### src/verilog/csc_pkg.sv
// Purpose: Shared constants for the clock source configuration block
// Assumes: 8-bit register port, 10 MHz system clock
// Notes: Error input of the trim engine is in units of 0.1 percent
package csc_pkg;
  // Register offsets
  localparam logic [7:0] ADDR_TIMER_CLOCK_CONFIG = 8'h31;
  localparam logic [7:0] ADDR_CLOCK_PAD_CONFIG = 8'h32;
  localparam logic [7:0] ADDR_USB_OSC_LOCK_CONFIG = 8'h39;
  localparam logic [7:0] ADDR_CLOCK_STATUS = 8'h3A;
  localparam logic [7:0] ADDR_TRIM_VALUE = 8'h3B;

  // Reset values
  localparam logic [7:0] RST_TIMER_CLOCK_CONFIG = 8'h8F;
  localparam logic [4:0] RST_CLOCK_PAD_CONFIG = 5'h00;
  localparam logic [1:0] RST_USB_OSC_LOCK_CONFIG = 2'h0;

  // timer_clock_config fields
  localparam int CAP_DIV_LSB = 6;
  localparam int CAP_SEL_LSB = 4;
  localparam int INT_DIV_LSB = 2;
  localparam int INT_SEL_LSB = 0;

  // clock_pad_config fields
  localparam int PAD_XTAL_SEL_BIT = 4;
  localparam int PAD_XTAL_ON_BIT = 3;
  localparam int PAD_FILT_BYPASS_BIT = 2;
  localparam int PAD_OUT_SEL_LSB = 0;

  // usb_osc_lock_config fields
  localparam int LOCK_COARSE_SKIP_BIT = 1;
  localparam int LOCK_TRIM_OFF_BIT = 0;

  // Clock source codes
  localparam logic [1:0] SRC_OSC24 = 2'h0;
  localparam logic [1:0] SRC_EXT = 2'h1;
  localparam logic [1:0] SRC_OSC32 = 2'h2;
  localparam logic [1:0] SRC_LAST = 2'h3;

  // Trim engine
  localparam logic [7:0] TRIM_TOL_TENTHS = 8'h0F;
  localparam logic [7:0] TRIM_COARSE_TH = 8'h28;
  localparam logic [7:0] TRIM_FINE_DB = 8'h02;
  localparam logic [2:0] COARSE_MID = 3'h4;
  localparam logic [4:0] FINE_MID = 5'h10;

  // Timing
  localparam int CLK_KHZ = 10000;
  localparam int XTAL_START_MS = 2;
  localparam int XTAL_START_CYC = XTAL_START_MS * CLK_KHZ;
  localparam logic [1:0] FILT_CYC = 2'h3;
endpackage

### src/verilog/csc_trim_if.sv
// Purpose: Carrier between configuration logic and oscillator trim engine
// Assumes: Single clock domain
// Notes: Error is signed, positive means oscillator runs slow
`timescale 1ns/100ps
`default_nettype none
interface csc_trim_if;
  logic enable;
  logic coarse_skip;
  logic pkt_valid;
  logic [7:0] pkt_err;
  logic [2:0] coarse;
  logic [4:0] fine;
  logic locked;
  modport ctl (output enable, output coarse_skip, output pkt_valid, output pkt_err,
               input coarse, input fine, input locked);
  modport eng (input enable, input coarse_skip, input pkt_valid, input pkt_err,
               output coarse, output fine, output locked);
endinterface
`default_nettype wire

### src/verilog/csc_osc_trim.sv
// Purpose: Coarse and fine trim of the internal 24 MHz oscillator
// Assumes: One measurement pulse per received USB packet
// Notes: Trim values saturate at their ends
`timescale 1ns/100ps
`default_nettype none
module csc_osc_trim (
  input wire logic i_clk,     // System clock
  input wire logic i_rst_b,   // Synchronous reset, active low
  csc_trim_if.eng trim        // Trim request and result
);
  logic [7:0] mag;
  logic fast;

  assign fast = trim.pkt_err[7];
  assign mag = fast ? 8'(~trim.pkt_err + 8'h01) : trim.pkt_err;

  // Steps only on packets while trimming is allowed
  always_ff @(posedge i_clk) begin
    if (!i_rst_b) begin
      trim.coarse <= csc_pkg::COARSE_MID;
      trim.fine <= csc_pkg::FINE_MID;
    end else if (trim.enable && trim.pkt_valid) begin
      if (!trim.coarse_skip && mag > csc_pkg::TRIM_COARSE_TH) begin
        trim.fine <= csc_pkg::FINE_MID;
        if (!fast && trim.coarse != 3'h7) begin
          trim.coarse <= trim.coarse + 3'h1;
        end else if (fast && trim.coarse != 3'h0) begin
          trim.coarse <= trim.coarse - 3'h1;
        end
      end else if (mag > csc_pkg::TRIM_FINE_DB) begin
        if (!fast && trim.fine != 5'h1F) begin
          trim.fine <= trim.fine + 5'h01;
        end else if (fast && trim.fine != 5'h00) begin
          trim.fine <= trim.fine - 5'h01;
        end
      end
    end
  end

  // Lock flag follows the last measured error against the tolerance
  always_ff @(posedge i_clk) begin
    if (!i_rst_b) begin
      trim.locked <= 1'b0;
    end else if (!trim.enable) begin
      trim.locked <= 1'b0;
    end else if (trim.pkt_valid) begin
      trim.locked <= (mag <= csc_pkg::TRIM_TOL_TENTHS);
    end
  end
endmodule
`default_nettype wire

### src/verilog/csc_clock_source_config.sv
// Purpose: Clock source, divider, pad and oscillator trim configuration
// Assumes: Source ticks are one-cycle pulses on i_clk; pad levels are asynchronous
// Notes: Generated timer clocks are one-cycle enable pulses
`timescale 1ns/100ps
`default_nettype none
module csc_clock_source_config #(
  parameter int P_XTAL_START_CYC = csc_pkg::XTAL_START_CYC
) (
  input wire logic i_clk,                    // System clock, 10 MHz
  input wire logic i_rst_b,                  // Synchronous reset, active low
  input wire logic [7:0] i_addr,             // Register address
  input wire logic [7:0] i_wdata,            // Register write data
  input wire logic i_wr,                     // Write strobe
  input wire logic i_rd,                     // Read strobe
  output logic [7:0] o_rdata,                // Read data, cycle after i_rd
  input wire logic i_osc24_tick,             // Internal 24 MHz oscillator tick
  input wire logic i_osc32_tick,             // Internal 32 kHz oscillator tick
  input wire logic i_cpu_core_clock_tick,    // CPU clock tick
  input wire logic i_xtal_clk,               // Crystal oscillator block output level
  input wire logic i_port0_pin0_in,          // Pin0 GPIO input level
  input wire logic i_port0_pin0_oe,          // Pin0 GPIO output enable request
  input wire logic i_port0_pin1_oe,          // Pin1 GPIO output enable request
  input wire logic i_usb_clk_internal,       // USB engine clocked by internal osc
  input wire logic i_usb_pkt_valid,          // Packet timing measurement ready
  input wire logic [7:0] i_usb_pkt_err,      // Signed frequency error, 0.1 percent
  output logic o_crystal_osc_on,             // Crystal oscillator enable
  output logic o_port0_pin0_oe,              // Pin0 output enable to pad
  output logic o_port0_pin1_oe,              // Pin1 output enable to pad
  output logic o_clock_out_pad,              // Clock output pad level
  output logic o_interval_timer_clock,       // Interval timer clock tick
  output logic o_capture_timer_clock,        // Capture timer clock tick
  output logic [2:0] o_osc_coarse_trim,      // Oscillator coarse trim
  output logic [4:0] o_osc_fine_trim         // Oscillator fine trim
);
  logic [7:0] timer_cfg_q;
  logic [4:0] pad_cfg_q;
  logic [1:0] lock_cfg_q;
  logic [1:0] sync1_q;
  logic [1:0] sync2_q;
  logic [1:0] sync3_q;
  logic [1:0] lvl_q;
  logic filt_lvl_q;
  logic [1:0] filt_cnt_q;
  logic clk_in_q;
  logic ext_q;
  logic ext_prev_q;
  logic ext_tick;
  logic clk_in_raw;
  logic ext_raw;
  logic [2:0] cap_cnt_q;
  logic [1:0] int_cnt_q;
  logic cap_src_tick;
  logic int_src_tick;
  logic [2:0] cap_limit;
  logic [1:0] cap_sel;
  logic [1:0] int_sel;
  logic [1:0] out_sel;
  logic [14:0] start_cnt_q;
  logic start_done_q;
  logic [7:0] rdata_d;
  logic xtal_on;
  logic xtal_sel;

  csc_trim_if trim ();

  csc_osc_trim u_trim (
    .i_clk(i_clk),
    .i_rst_b(i_rst_b),
    .trim(trim)
  );

  assign xtal_on = pad_cfg_q[csc_pkg::PAD_XTAL_ON_BIT];
  assign xtal_sel = pad_cfg_q[csc_pkg::PAD_XTAL_SEL_BIT];
  assign cap_sel = timer_cfg_q[csc_pkg::CAP_SEL_LSB +: 2];
  assign int_sel = timer_cfg_q[csc_pkg::INT_SEL_LSB +: 2];
  assign out_sel = pad_cfg_q[csc_pkg::PAD_OUT_SEL_LSB +: 2];

  // Register writes
  always_ff @(posedge i_clk) begin
    if (!i_rst_b) begin
      timer_cfg_q <= csc_pkg::RST_TIMER_CLOCK_CONFIG;
      pad_cfg_q <= csc_pkg::RST_CLOCK_PAD_CONFIG;
      lock_cfg_q <= csc_pkg::RST_USB_OSC_LOCK_CONFIG;
    end else if (i_wr) begin
      if (i_addr == csc_pkg::ADDR_TIMER_CLOCK_CONFIG) begin
        timer_cfg_q <= i_wdata;
      end else if (i_addr == csc_pkg::ADDR_CLOCK_PAD_CONFIG) begin
        pad_cfg_q <= i_wdata[4:0];
      end else if (i_addr == csc_pkg::ADDR_USB_OSC_LOCK_CONFIG) begin
        lock_cfg_q <= i_wdata[1:0];
      end
    end
  end

  // Read decode, reserved bits and unmapped addresses read zero
  always_comb begin
    rdata_d = 8'h00;
    if (i_addr == csc_pkg::ADDR_TIMER_CLOCK_CONFIG) begin
      rdata_d = timer_cfg_q;
    end else if (i_addr == csc_pkg::ADDR_CLOCK_PAD_CONFIG) begin
      rdata_d = {3'h0, pad_cfg_q};
    end else if (i_addr == csc_pkg::ADDR_USB_OSC_LOCK_CONFIG) begin
      rdata_d = {6'h00, lock_cfg_q};
    end else if (i_addr == csc_pkg::ADDR_CLOCK_STATUS) begin
      rdata_d = {4'h0, ext_q, trim.enable, start_done_q, trim.locked};
    end else if (i_addr == csc_pkg::ADDR_TRIM_VALUE) begin
      rdata_d = {trim.coarse, trim.fine};
    end
  end

  // Read data stands one cycle, then returns to zero
  always_ff @(posedge i_clk) begin
    if (!i_rst_b) begin
      o_rdata <= 8'h00;
    end else if (i_rd) begin
      o_rdata <= rdata_d;
    end else begin
      o_rdata <= 8'h00;
    end
  end

  // Trim engine control
  assign trim.enable = !lock_cfg_q[csc_pkg::LOCK_TRIM_OFF_BIT] && i_usb_clk_internal;
  assign trim.coarse_skip = lock_cfg_q[csc_pkg::LOCK_COARSE_SKIP_BIT];
  assign trim.pkt_valid = i_usb_pkt_valid;
  assign trim.pkt_err = i_usb_pkt_err;
  assign o_osc_coarse_trim = trim.coarse;
  assign o_osc_fine_trim = trim.fine;

  // Pad level synchronisers: bit 0 crystal, bit 1 pin0
  always_ff @(posedge i_clk) begin
    if (!i_rst_b) begin
      sync1_q <= 2'h0;
      sync2_q <= 2'h0;
      sync3_q <= 2'h0;
    end else begin
      sync1_q <= {i_port0_pin0_in, i_xtal_clk};
      sync2_q <= sync1_q;
      sync3_q <= sync2_q;
    end
  end

  // A pad change counts once the second and third stages agree
  always_ff @(posedge i_clk) begin
    if (!i_rst_b) begin
      lvl_q <= 2'h0;
    end else begin
      for (int i = 0; i < 2; i++) begin
        if (sync2_q[i] == sync3_q[i]) begin
          lvl_q[i] <= sync3_q[i];
        end
      end
    end
  end

  assign clk_in_raw = xtal_on ? lvl_q[0] : lvl_q[1];

  // Transient filter: a new level must hold for several cycles
  always_ff @(posedge i_clk) begin
    if (!i_rst_b) begin
      filt_lvl_q <= 1'b0;
      filt_cnt_q <= 2'h0;
    end else if (clk_in_raw == filt_lvl_q) begin
      filt_cnt_q <= 2'h0;
    end else if (filt_cnt_q == csc_pkg::FILT_CYC - 2'h1) begin
      filt_lvl_q <= clk_in_raw;
      filt_cnt_q <= 2'h0;
    end else begin
      filt_cnt_q <= filt_cnt_q + 2'h1;
    end
  end

  // The crystal select path skips the filter
  assign ext_raw = xtal_sel ? lvl_q[0] : clk_in_q;
  assign ext_tick = ext_q && !ext_prev_q;

  // Input clock after the optional filter
  always_ff @(posedge i_clk) begin
    if (!i_rst_b) begin
      clk_in_q <= 1'b0;
    end else begin
      clk_in_q <= pad_cfg_q[csc_pkg::PAD_FILT_BYPASS_BIT] ? clk_in_raw : filt_lvl_q;
    end
  end

  // External clock level and its history for edge detection
  always_ff @(posedge i_clk) begin
    if (!i_rst_b) begin
      ext_q <= 1'b0;
      ext_prev_q <= 1'b0;
    end else begin
      ext_q <= ext_raw;
      ext_prev_q <= ext_q;
    end
  end

  // GPIO drivers on the shared pads are cut while the crystal runs
  always_ff @(posedge i_clk) begin
    if (!i_rst_b) begin
      o_crystal_osc_on <= 1'b0;
      o_port0_pin0_oe <= 1'b0;
      o_port0_pin1_oe <= 1'b0;
    end else begin
      o_crystal_osc_on <= xtal_on;
      o_port0_pin0_oe <= i_port0_pin0_oe && !xtal_on;
      o_port0_pin1_oe <= i_port0_pin1_oe && !xtal_on;
    end
  end

  // Startup timer, status only; software still owns the wait
  always_ff @(posedge i_clk) begin
    if (!i_rst_b || !xtal_on) begin
      start_cnt_q <= 15'h0000;
      start_done_q <= 1'b0;
    end else if (start_cnt_q == 15'(P_XTAL_START_CYC - 1)) begin
      start_done_q <= 1'b1;
    end else begin
      start_cnt_q <= start_cnt_q + 15'h0001;
    end
  end

  // Capture clock source and divider
  always_comb begin
    case (cap_sel)
      csc_pkg::SRC_OSC24: cap_src_tick = i_osc24_tick;
      csc_pkg::SRC_EXT: cap_src_tick = ext_tick;
      csc_pkg::SRC_OSC32: cap_src_tick = i_osc32_tick;
      default: cap_src_tick = 1'b0;
    endcase
  end

  // Division by 2, 4, 6, 8 gives a terminal count of 1, 3, 5, 7
  assign cap_limit = {timer_cfg_q[csc_pkg::CAP_DIV_LSB +: 2], 1'b1};

  always_ff @(posedge i_clk) begin
    if (!i_rst_b || cap_sel == csc_pkg::SRC_LAST) begin
      cap_cnt_q <= 3'h0;
      o_capture_timer_clock <= 1'b0;
    end else if (cap_src_tick) begin
      if (cap_cnt_q >= cap_limit) begin
        cap_cnt_q <= 3'h0;
        o_capture_timer_clock <= 1'b1;
      end else begin
        cap_cnt_q <= cap_cnt_q + 3'h1;
        o_capture_timer_clock <= 1'b0;
      end
    end else begin
      o_capture_timer_clock <= 1'b0;
    end
  end

  // Interval clock source and divider
  always_comb begin
    case (int_sel)
      csc_pkg::SRC_OSC24: int_src_tick = i_osc24_tick;
      csc_pkg::SRC_EXT: int_src_tick = ext_tick;
      csc_pkg::SRC_OSC32: int_src_tick = i_osc32_tick;
      default: int_src_tick = o_capture_timer_clock;
    endcase
  end

  always_ff @(posedge i_clk) begin
    if (!i_rst_b) begin
      int_cnt_q <= 2'h0;
      o_interval_timer_clock <= 1'b0;
    end else if (int_src_tick) begin
      if (int_cnt_q >= timer_cfg_q[csc_pkg::INT_DIV_LSB +: 2]) begin
        int_cnt_q <= 2'h0;
        o_interval_timer_clock <= 1'b1;
      end else begin
        int_cnt_q <= int_cnt_q + 2'h1;
        o_interval_timer_clock <= 1'b0;
      end
    end else begin
      o_interval_timer_clock <= 1'b0;
    end
  end

  // Clock output pad: tick sources toggle, external level is followed
  always_ff @(posedge i_clk) begin
    if (!i_rst_b) begin
      o_clock_out_pad <= 1'b0;
    end else begin
      case (out_sel)
        csc_pkg::SRC_OSC24: o_clock_out_pad <= o_clock_out_pad ^ i_osc24_tick;
        csc_pkg::SRC_EXT: o_clock_out_pad <= ext_q;
        csc_pkg::SRC_OSC32: o_clock_out_pad <= o_clock_out_pad ^ i_osc32_tick;
        default: o_clock_out_pad <= o_clock_out_pad ^ i_cpu_core_clock_tick;
      endcase
    end
  end
endmodule
`default_nettype wire

### config.mk
export PLATFORM = sky130hd
export DESIGN_NAME = csc_clock_source_config
export DESIGN_NICKNAME = d
export VERILOG_FILES = /design/src/verilog/csc_pkg.sv /design/src/verilog/csc_trim_if.sv /design/src/verilog/csc_osc_trim.sv /design/src/verilog/csc_clock_source_config.sv
export SDC_FILE = /design/constraint.sdc
export NUM_CORES = 1
export LEC_CHECK = 0
export BUFFER_PORTS_ARGS = -buffer_cell sky130_fd_sc_hd__buf_4
export CAP_MARGIN = 20
export CORE_MARGIN = 1.5
export CORE_UTILIZATION = 23
export CTS_CLUSTER_SIZE = 10
export DETAILED_ROUTE_END_ITERATION = 8
export PLACE_DENSITY = 0.49
export SLEW_MARGIN = 10
export SYNTH_ARGS = -nofsm -noshare
export SYNTH_HDL_FRONTEND = slang
export SYNTH_SLANG_ARGS = --single-unit
### constraint.sdc
create_clock -name i_clk -period 2.6 [get_ports i_clk]
set_input_delay 0.26 -clock i_clk [delete_from_list [all_inputs] [get_ports i_clk]]
set_output_delay 0.26 -clock i_clk [all_outputs]
set_load 0.005 [all_outputs]
## Word level (Yosys, flattened, before mapping)

Index checks and enable logic that the tools add are counted.

| operators by class | value |
|---|---|
| $lt $le $gt $ge | 5 |
| add/subtract/negate cells | 9 |
| reductions and logical operators | 37 |
| multiplexer cells | 22 |
| shift-type cells | 0 |
| bitwise gates (word level) | 9 |
| multipliers | 0 |
| equality and inequality tests | 19 |
| div/mod/pow operators | 0 |

Operators with widths:

| operator | count |
|---|---|
| 8-bit two-way mux | 6 |
| 8-bit by 6-bit equality test with 1-bit output, second input constant | 5 |
| 5-bit two-way mux | 4 |
| 15-bit by 1-bit adder with 15-bit output, second input constant | 1 |
| 15-bit equality test, second input constant | 1 |
| 2-bit equality test, second input constant | 5 |
| 1-bit logical AND | 10 |
| 2-bit AND reduction | 5 |
| 3-bit two-way mux | 3 |
| 1-bit case mux with 3 select lines | 3 |
| 3-bit AND reduction | 3 |
| 8-bit by 1-bit adder with 8-bit output, second input constant | 1 |
| 8-bit by 2-bit greater-than comparator with 1-bit output, second input constant | 1 |
| 8-bit by 6-bit greater-than comparator with 1-bit output, second input constant | 1 |
| 8-bit by 4-bit <= comparator with 1-bit output, second input constant | 1 |
| 8-bit NOT | 1 |
| 3-bit by 1-bit adder with 3-bit output, second input constant | 2 |
| 2-bit by 1-bit equality test with 1-bit output, second input constant | 3 |
| 1-bit zero test | 6 |
| 2-bit zero test | 3 |
| 3-bit nonzero test | 2 |
| 5-bit by 1-bit adder with 5-bit output, second input constant | 1 |
| 1-bit two-way mux | 5 |
| 5-bit != test, second input constant | 1 |
| other kinds (16) | 27 |

| storage, ports and cells | value |
|---|---|
| register bits | 73 |
| memories kept | 0 |
| bits in latches | 0 |
| input bits | 37 |
| output and inout bits | 22 |
| memory bits (writable) | 0 |
| ROM bits | 0 |

## Longest topological paths before layout

| depth | value |
|---|---|
| depth after elaboration | 7 |
| depth in mapped cells | 9 |
| mapped depth without buffers | 9 |

## Modules after synthesis

From an unflattened synthesis, not the netlist that was laid out.

| second synthesis, totals | value |
|---|---|
| cells, all modules | 417 |
| area, all modules | 3716.1 sq um |

Modules (own cells, without submodules):

| module | area each (sq um) | instances | seq. area each (sq um) | cells an instance |
|---|---|---|---|---|
| csc_clock_source_config | 2790.2 | 1 | 1281.2 | 305 |
| csc_osc_trim | 925.9 | 1 | 180.2 | 112 |

## Least setup slack after synthesis

OpenSTA, ideal clock, no wires.

| path | value |
|---|---|
| path kind | input port to flip-flop |
| from | in i_usb_pkt_err[0] |
| to | reg u_trim.trim.coarse[2] |
| path buffers | 0 |
| arrival | 2.190 ns |
| cell stages on the path | 7 |
| data required time | 2.477 ns |
| setup slack | 0.287 ns |
| cells stage by stage | inv_1 ha_1 or3b_1 or3_1 a221o_1 a211oi_2 mux2_1 |

| between the ends | value |
|---|---|
| cells in the longest elaborated chain, start to end | 6 |

Ends and longest elaborated chain:

| what | line | source |
|---|---|---|
| start: declaration | csc_clock_source_config.sv:25 | `input wire logic [7:0] i_usb_pkt_err,` |
| 8-bit NOT | csc_osc_trim.sv:15 | `assign mag = fast ? 8'(~trim.pkt_err + 8'h01) : trim.pkt_err;` |
| 8-bit by 1-bit adder with 8-bit output | csc_osc_trim.sv:15 |  |
| 8-bit two-way mux (*) | csc_osc_trim.sv:15 |  |
| 8-bit by 6-bit greater-than comparator with 1-bit output (*) | csc_osc_trim.sv:23 | `if (!trim.coarse_skip && mag > csc_pkg::TRIM_COARSE_TH) begin` |
| 1-bit logical AND (*) | csc_osc_trim.sv:23 |  |
| 3-bit AND reduction (no source line) (*) | -- |  |
| end signal: assignment | csc_osc_trim.sv:20 | `trim.coarse <= csc_pkg::COARSE_MID;` |
| end signal: assignment | csc_osc_trim.sv:26 | `trim.coarse <= trim.coarse + 3'h1;` |
| end signal: assignment | csc_osc_trim.sv:28 | `trim.coarse <= trim.coarse - 3'h1;` |
| end: declaration | csc_trim_if.sv:17 | `output coarse, output fine, output locked);` |

Every way passes the cells marked *; elsewhere a longest branch is shown, timed or not.
A chain may end at the register's enable or synchronous reset.

## Final worst setup path

| path | value |
|---|---|
| from | reg u_trim.trim.fine[3] |
| to | reg u_trim.trim.fine[4] |

| between the ends | value |
|---|---|
| cells in the longest elaborated chain, start to end | 5 |
| elaborated cells on any way between the ends | 12 |
| those cells by class | add/sub (2); eq/ne (1); mux (4); reduce/logical (5) |

Ends and longest elaborated chain:

| what | line | source |
|---|---|---|
| start: declaration | csc_trim_if.sv:17 |  |
| start signal: assignment | csc_osc_trim.sv:21 | `trim.fine <= csc_pkg::FINE_MID;` |
| start signal: assignment | csc_osc_trim.sv:24 | `trim.fine <= csc_pkg::FINE_MID;` |
| start signal: assignment | csc_osc_trim.sv:32 | `trim.fine <= trim.fine + 5'h01;` |
| 5-bit by 1-bit subtractor with 5-bit output / 5-bit != test (equally long branches) | csc_osc_trim.sv:34, csc_osc_trim.sv:31 |  |
| 5-bit two-way mux / 1-bit logical AND (equally long branches) | csc_osc_trim.sv:33, csc_osc_trim.sv:31 |  |
| 5-bit two-way mux | csc_osc_trim.sv:31 | `if (!fast && trim.fine != 5'h1F) begin` |
| 5-bit two-way mux | csc_osc_trim.sv:30 | `end else if (mag > csc_pkg::TRIM_FINE_DB) begin` |
| 5-bit two-way mux | csc_osc_trim.sv:23 |  |

Parallel ways exist; a longest one is shown, timed or not. The select of a mux whose other input is x is not followed.

==> impl_metrics.yaml <==
critical_path:
  worstPathArrival_ns: 2.61
  startpoint_type: "flop"
  cp-end-kind: "flop"
  ff2ff_setup_slack_ns: 0.21
  worstPathRequired_ns: 2.81
  criticalPathCategory: "flop to flop"
  cp_max_fo: 6
sta:
  worst_pin_slew_ns: 0.6328
  slew_viol_final: 0
  setup_tns_ns: 0
  rsz0062_at_grt: "no"
  period_needed_ns: 2.394
  setup_violations: 0
  clock_skew_ns: 0.006299
  fin_crit_sh_pct: 92.10
  timing.fmax_mhz: 417.6
  relSlewSlack_pct: 57.28
  hold_viol: 0
die:
  die_x_um: 127.5
  die_height_um: 127.5
  die-area_um2: 16260
  boundaryPins: 59
  start_util_pct: 23.54
  fp-row-count: 45
  fp.coreArea_um2: 15150
clock_network:
  cts.sinks: 73
  cts_resized: 0
  htreeDepth: 3
  cts_buffers: 9
  clock_path_buffers: 2
  post_cts_buffers: 0
  cts_tree: "built"
  insertion_delay_ns: 0.34
  root_buffer: "clkbuf_16"
  clk_pin_slew_ns: 0.06
  hold_buffers: 0
global_route:
  grt_pass1_vias: 3020
  grt_usage_pct: 11.57
  grt-ovfl-total: 0
  grt_first_pass_wirelength_um: 14820
  grt_max_degree: 28
  grt_antenna_before_repair: 0
synth:
  synth.area.top_cells: "dfxtp_1 41%, nand2_1 5.4%, ha_1 4.2%"
  synth-seq-cells: 73
  synth_cell_type_count: 62
  yosysTopAreaCell: "dfxtp_1"
  syn_nets: 462
  yosysWarnings: 0
  synthArstFlopShare_pct: 0
  synth_edf_count: 0
  synth.avg_cell_area_um2: 8.676
  ys_top_cells_by_count: "73 x dfxtp_1, 51 x nand2_1, 37 x nor2_1"
  netlist_instances: 411
  yosys.area.top_type_share_pct: 40.98
  seq_area_frac_synth_pct: 40.98
  ys.flop_type: "dfxtp_1"
  synthesis.area_um2: 3566
  yosysMostFrequentCell: "dfxtp_1"
layout:
  seqCellArea_um2: 1461
  fillers: 1589
  final_cells: 666
  fin_nets: 524
  area_growth_pct: 27.05
  multi_input_area_um2: 1986
  drive_gt1_share_pct: 20.08
  num_antenna_cells: 0
drt:
  wl_met3_um: 377
  wirelength_um: 9058
  drtPass1Iterations: 4
  wl_met2_um: 4270
  top_layer: "met4"
  initialDrtViolationCount: 188
  wl_met1_um: 4244
  drc: 0
  drt-wirelength-per-cell_um: 13.60
  via_per_inst: 4.689
  route.antenna.remaining_nets: 0
  num_vias: 3123
flow_run:
  cap_viol_max_count: 0
power:
  irDropWorstVdd_v: 0.0003181
  powerDensity_nw_per_um2: 577.7
  p_leak_nw: 1.777
placement:
  gp_congestion: 0.8260
  place_inst: 650
  hpwl_um: 6914
  numPortBuffers: 58
worst_hold_path:
  hold_class: "primary input to flop"
status:
  outcome: "completed"
==> per-layer routing <==
metal | vias up | GRT usage (%)
met1 | 1457 | 14.60
met3 | 12 | 3.057
li1 | 1590 | -
met2 | 64 | 18.73
met4 | 0 | 4.746
met5 | - | 0
==> cell usage in the layout, fill, tap and decap left out, types with 3 or more instances in the layout <==
cell,n
a211oi_1,3
a21o_1,5
a21oi_1,29
a22oi_1,6
a31oi_1,5
and2_1,13
and3_1,6
buf_4,65
clkbuf_16,9
clkinv_2,4
dfxtp_1,73
ha_1,12
inv_1,15
mux2_2,4
mux2i_1,8
nand2_1,51
nand2b_1,5
nand3_1,18
nand4_1,6
nand4b_1,3
nor2_1,37
nor2b_1,4
nor3_1,3
nor3b_1,3
nor4_1,4
o211ai_1,4
o21ai_0,11
o22ai_1,4
o31ai_1,3
or3_1,5
xnor2_1,5
xor2_1,15
==> worst paths after layout <==
check | from | endpoint | cells past startpoint
max reg2reg | u_trim.trim.fine[3] | u_trim.trim.fine[4] | 9
min | i_port0_pin0_in | sync1_q[1] | 2
min reg2reg | filt_cnt_q[0] | filt_cnt_q[0] | 1
max | u_trim.trim.fine[3] | u_trim.trim.fine[4] | 9
==> metrics by stage <==
step / power (mW) / cell area, µm² / hold slack (ns) / util, % / setup WS (ns)
4_1_cts: 2.662 / 4531 / 0.1144 / 29.91 / 0.1923
3_5_place_dp: 1.416 / 4234 / 0.4050 / 27.96 / 0.06690
3_3_place_gp: 1.408 / 4234 / 0.3994 / 27.96 / 0.1260
6_report: 2.617 / 4531 / 0.1335 / 29.91 / 0.2055
2_1_floorplan: 1.306 / 3566 / 0.3840 / - / 0.2867
5_1_grt: 2.734 / 4531 / 0.1280 / 29.91 / 0.04590
==> critical path, cell delays in order, from the launching register on <==
cell and delay (ns):
dfxtp_1 0.37, and4_1 0.23, a21oi_1 0.21, inv_1 0.13
fa_1 0.42, a21o_1 0.19, a21oi_1 0.18, xor2_1 0.20
nor4bb_1 0.30, a221oi_2 0.05
==> power breakdown <==
group	switching [mW]	leakage, nW	internal [mW]
Combinational	0.122	1.04	0.116
Clock	0.465	0.148	0.761
Sequential	0.0164	0.591	1.14
==> layout make-up <==
cell class,count,share of cell area (%)
inverter,17,1.408
clock inverter,6,1.270
sequential,73,32.26
tap,188,5.192
timing repair buffer,65,10.77
clock buffer,10,5.275
multi-input combinational,307,43.83
==> registers in the layout, summed over array words and instances, names as in the netlist, 2 cells and up <==
signal and flops:
start_cnt_q 15, cap_cnt_q 3, u_trim.trim.coarse 3, filt_cnt_q 2, pad_cfg_q 5, sync1_q 2
sync3_q 2, sync2_q 2, u_trim.trim.fine 5, o_rdata 8, int_cnt_q 2, lock_cfg_q 2
lvl_q 2, timer_cfg_q 8
==> cells by family after synthesis <==
family                   share of synthesized area, %
buffers and inverters                           3.333
AND/OR/NAND/NOR                                 24.77
XOR/XNOR                                        4.912
flip-flops                                      40.98
multiplexers                                    4.456
AO/OA/AOI/OAI                                   16.21
adder cells (fa/ha/maj)                         5.333
Power figures use the tool's default switching activity.
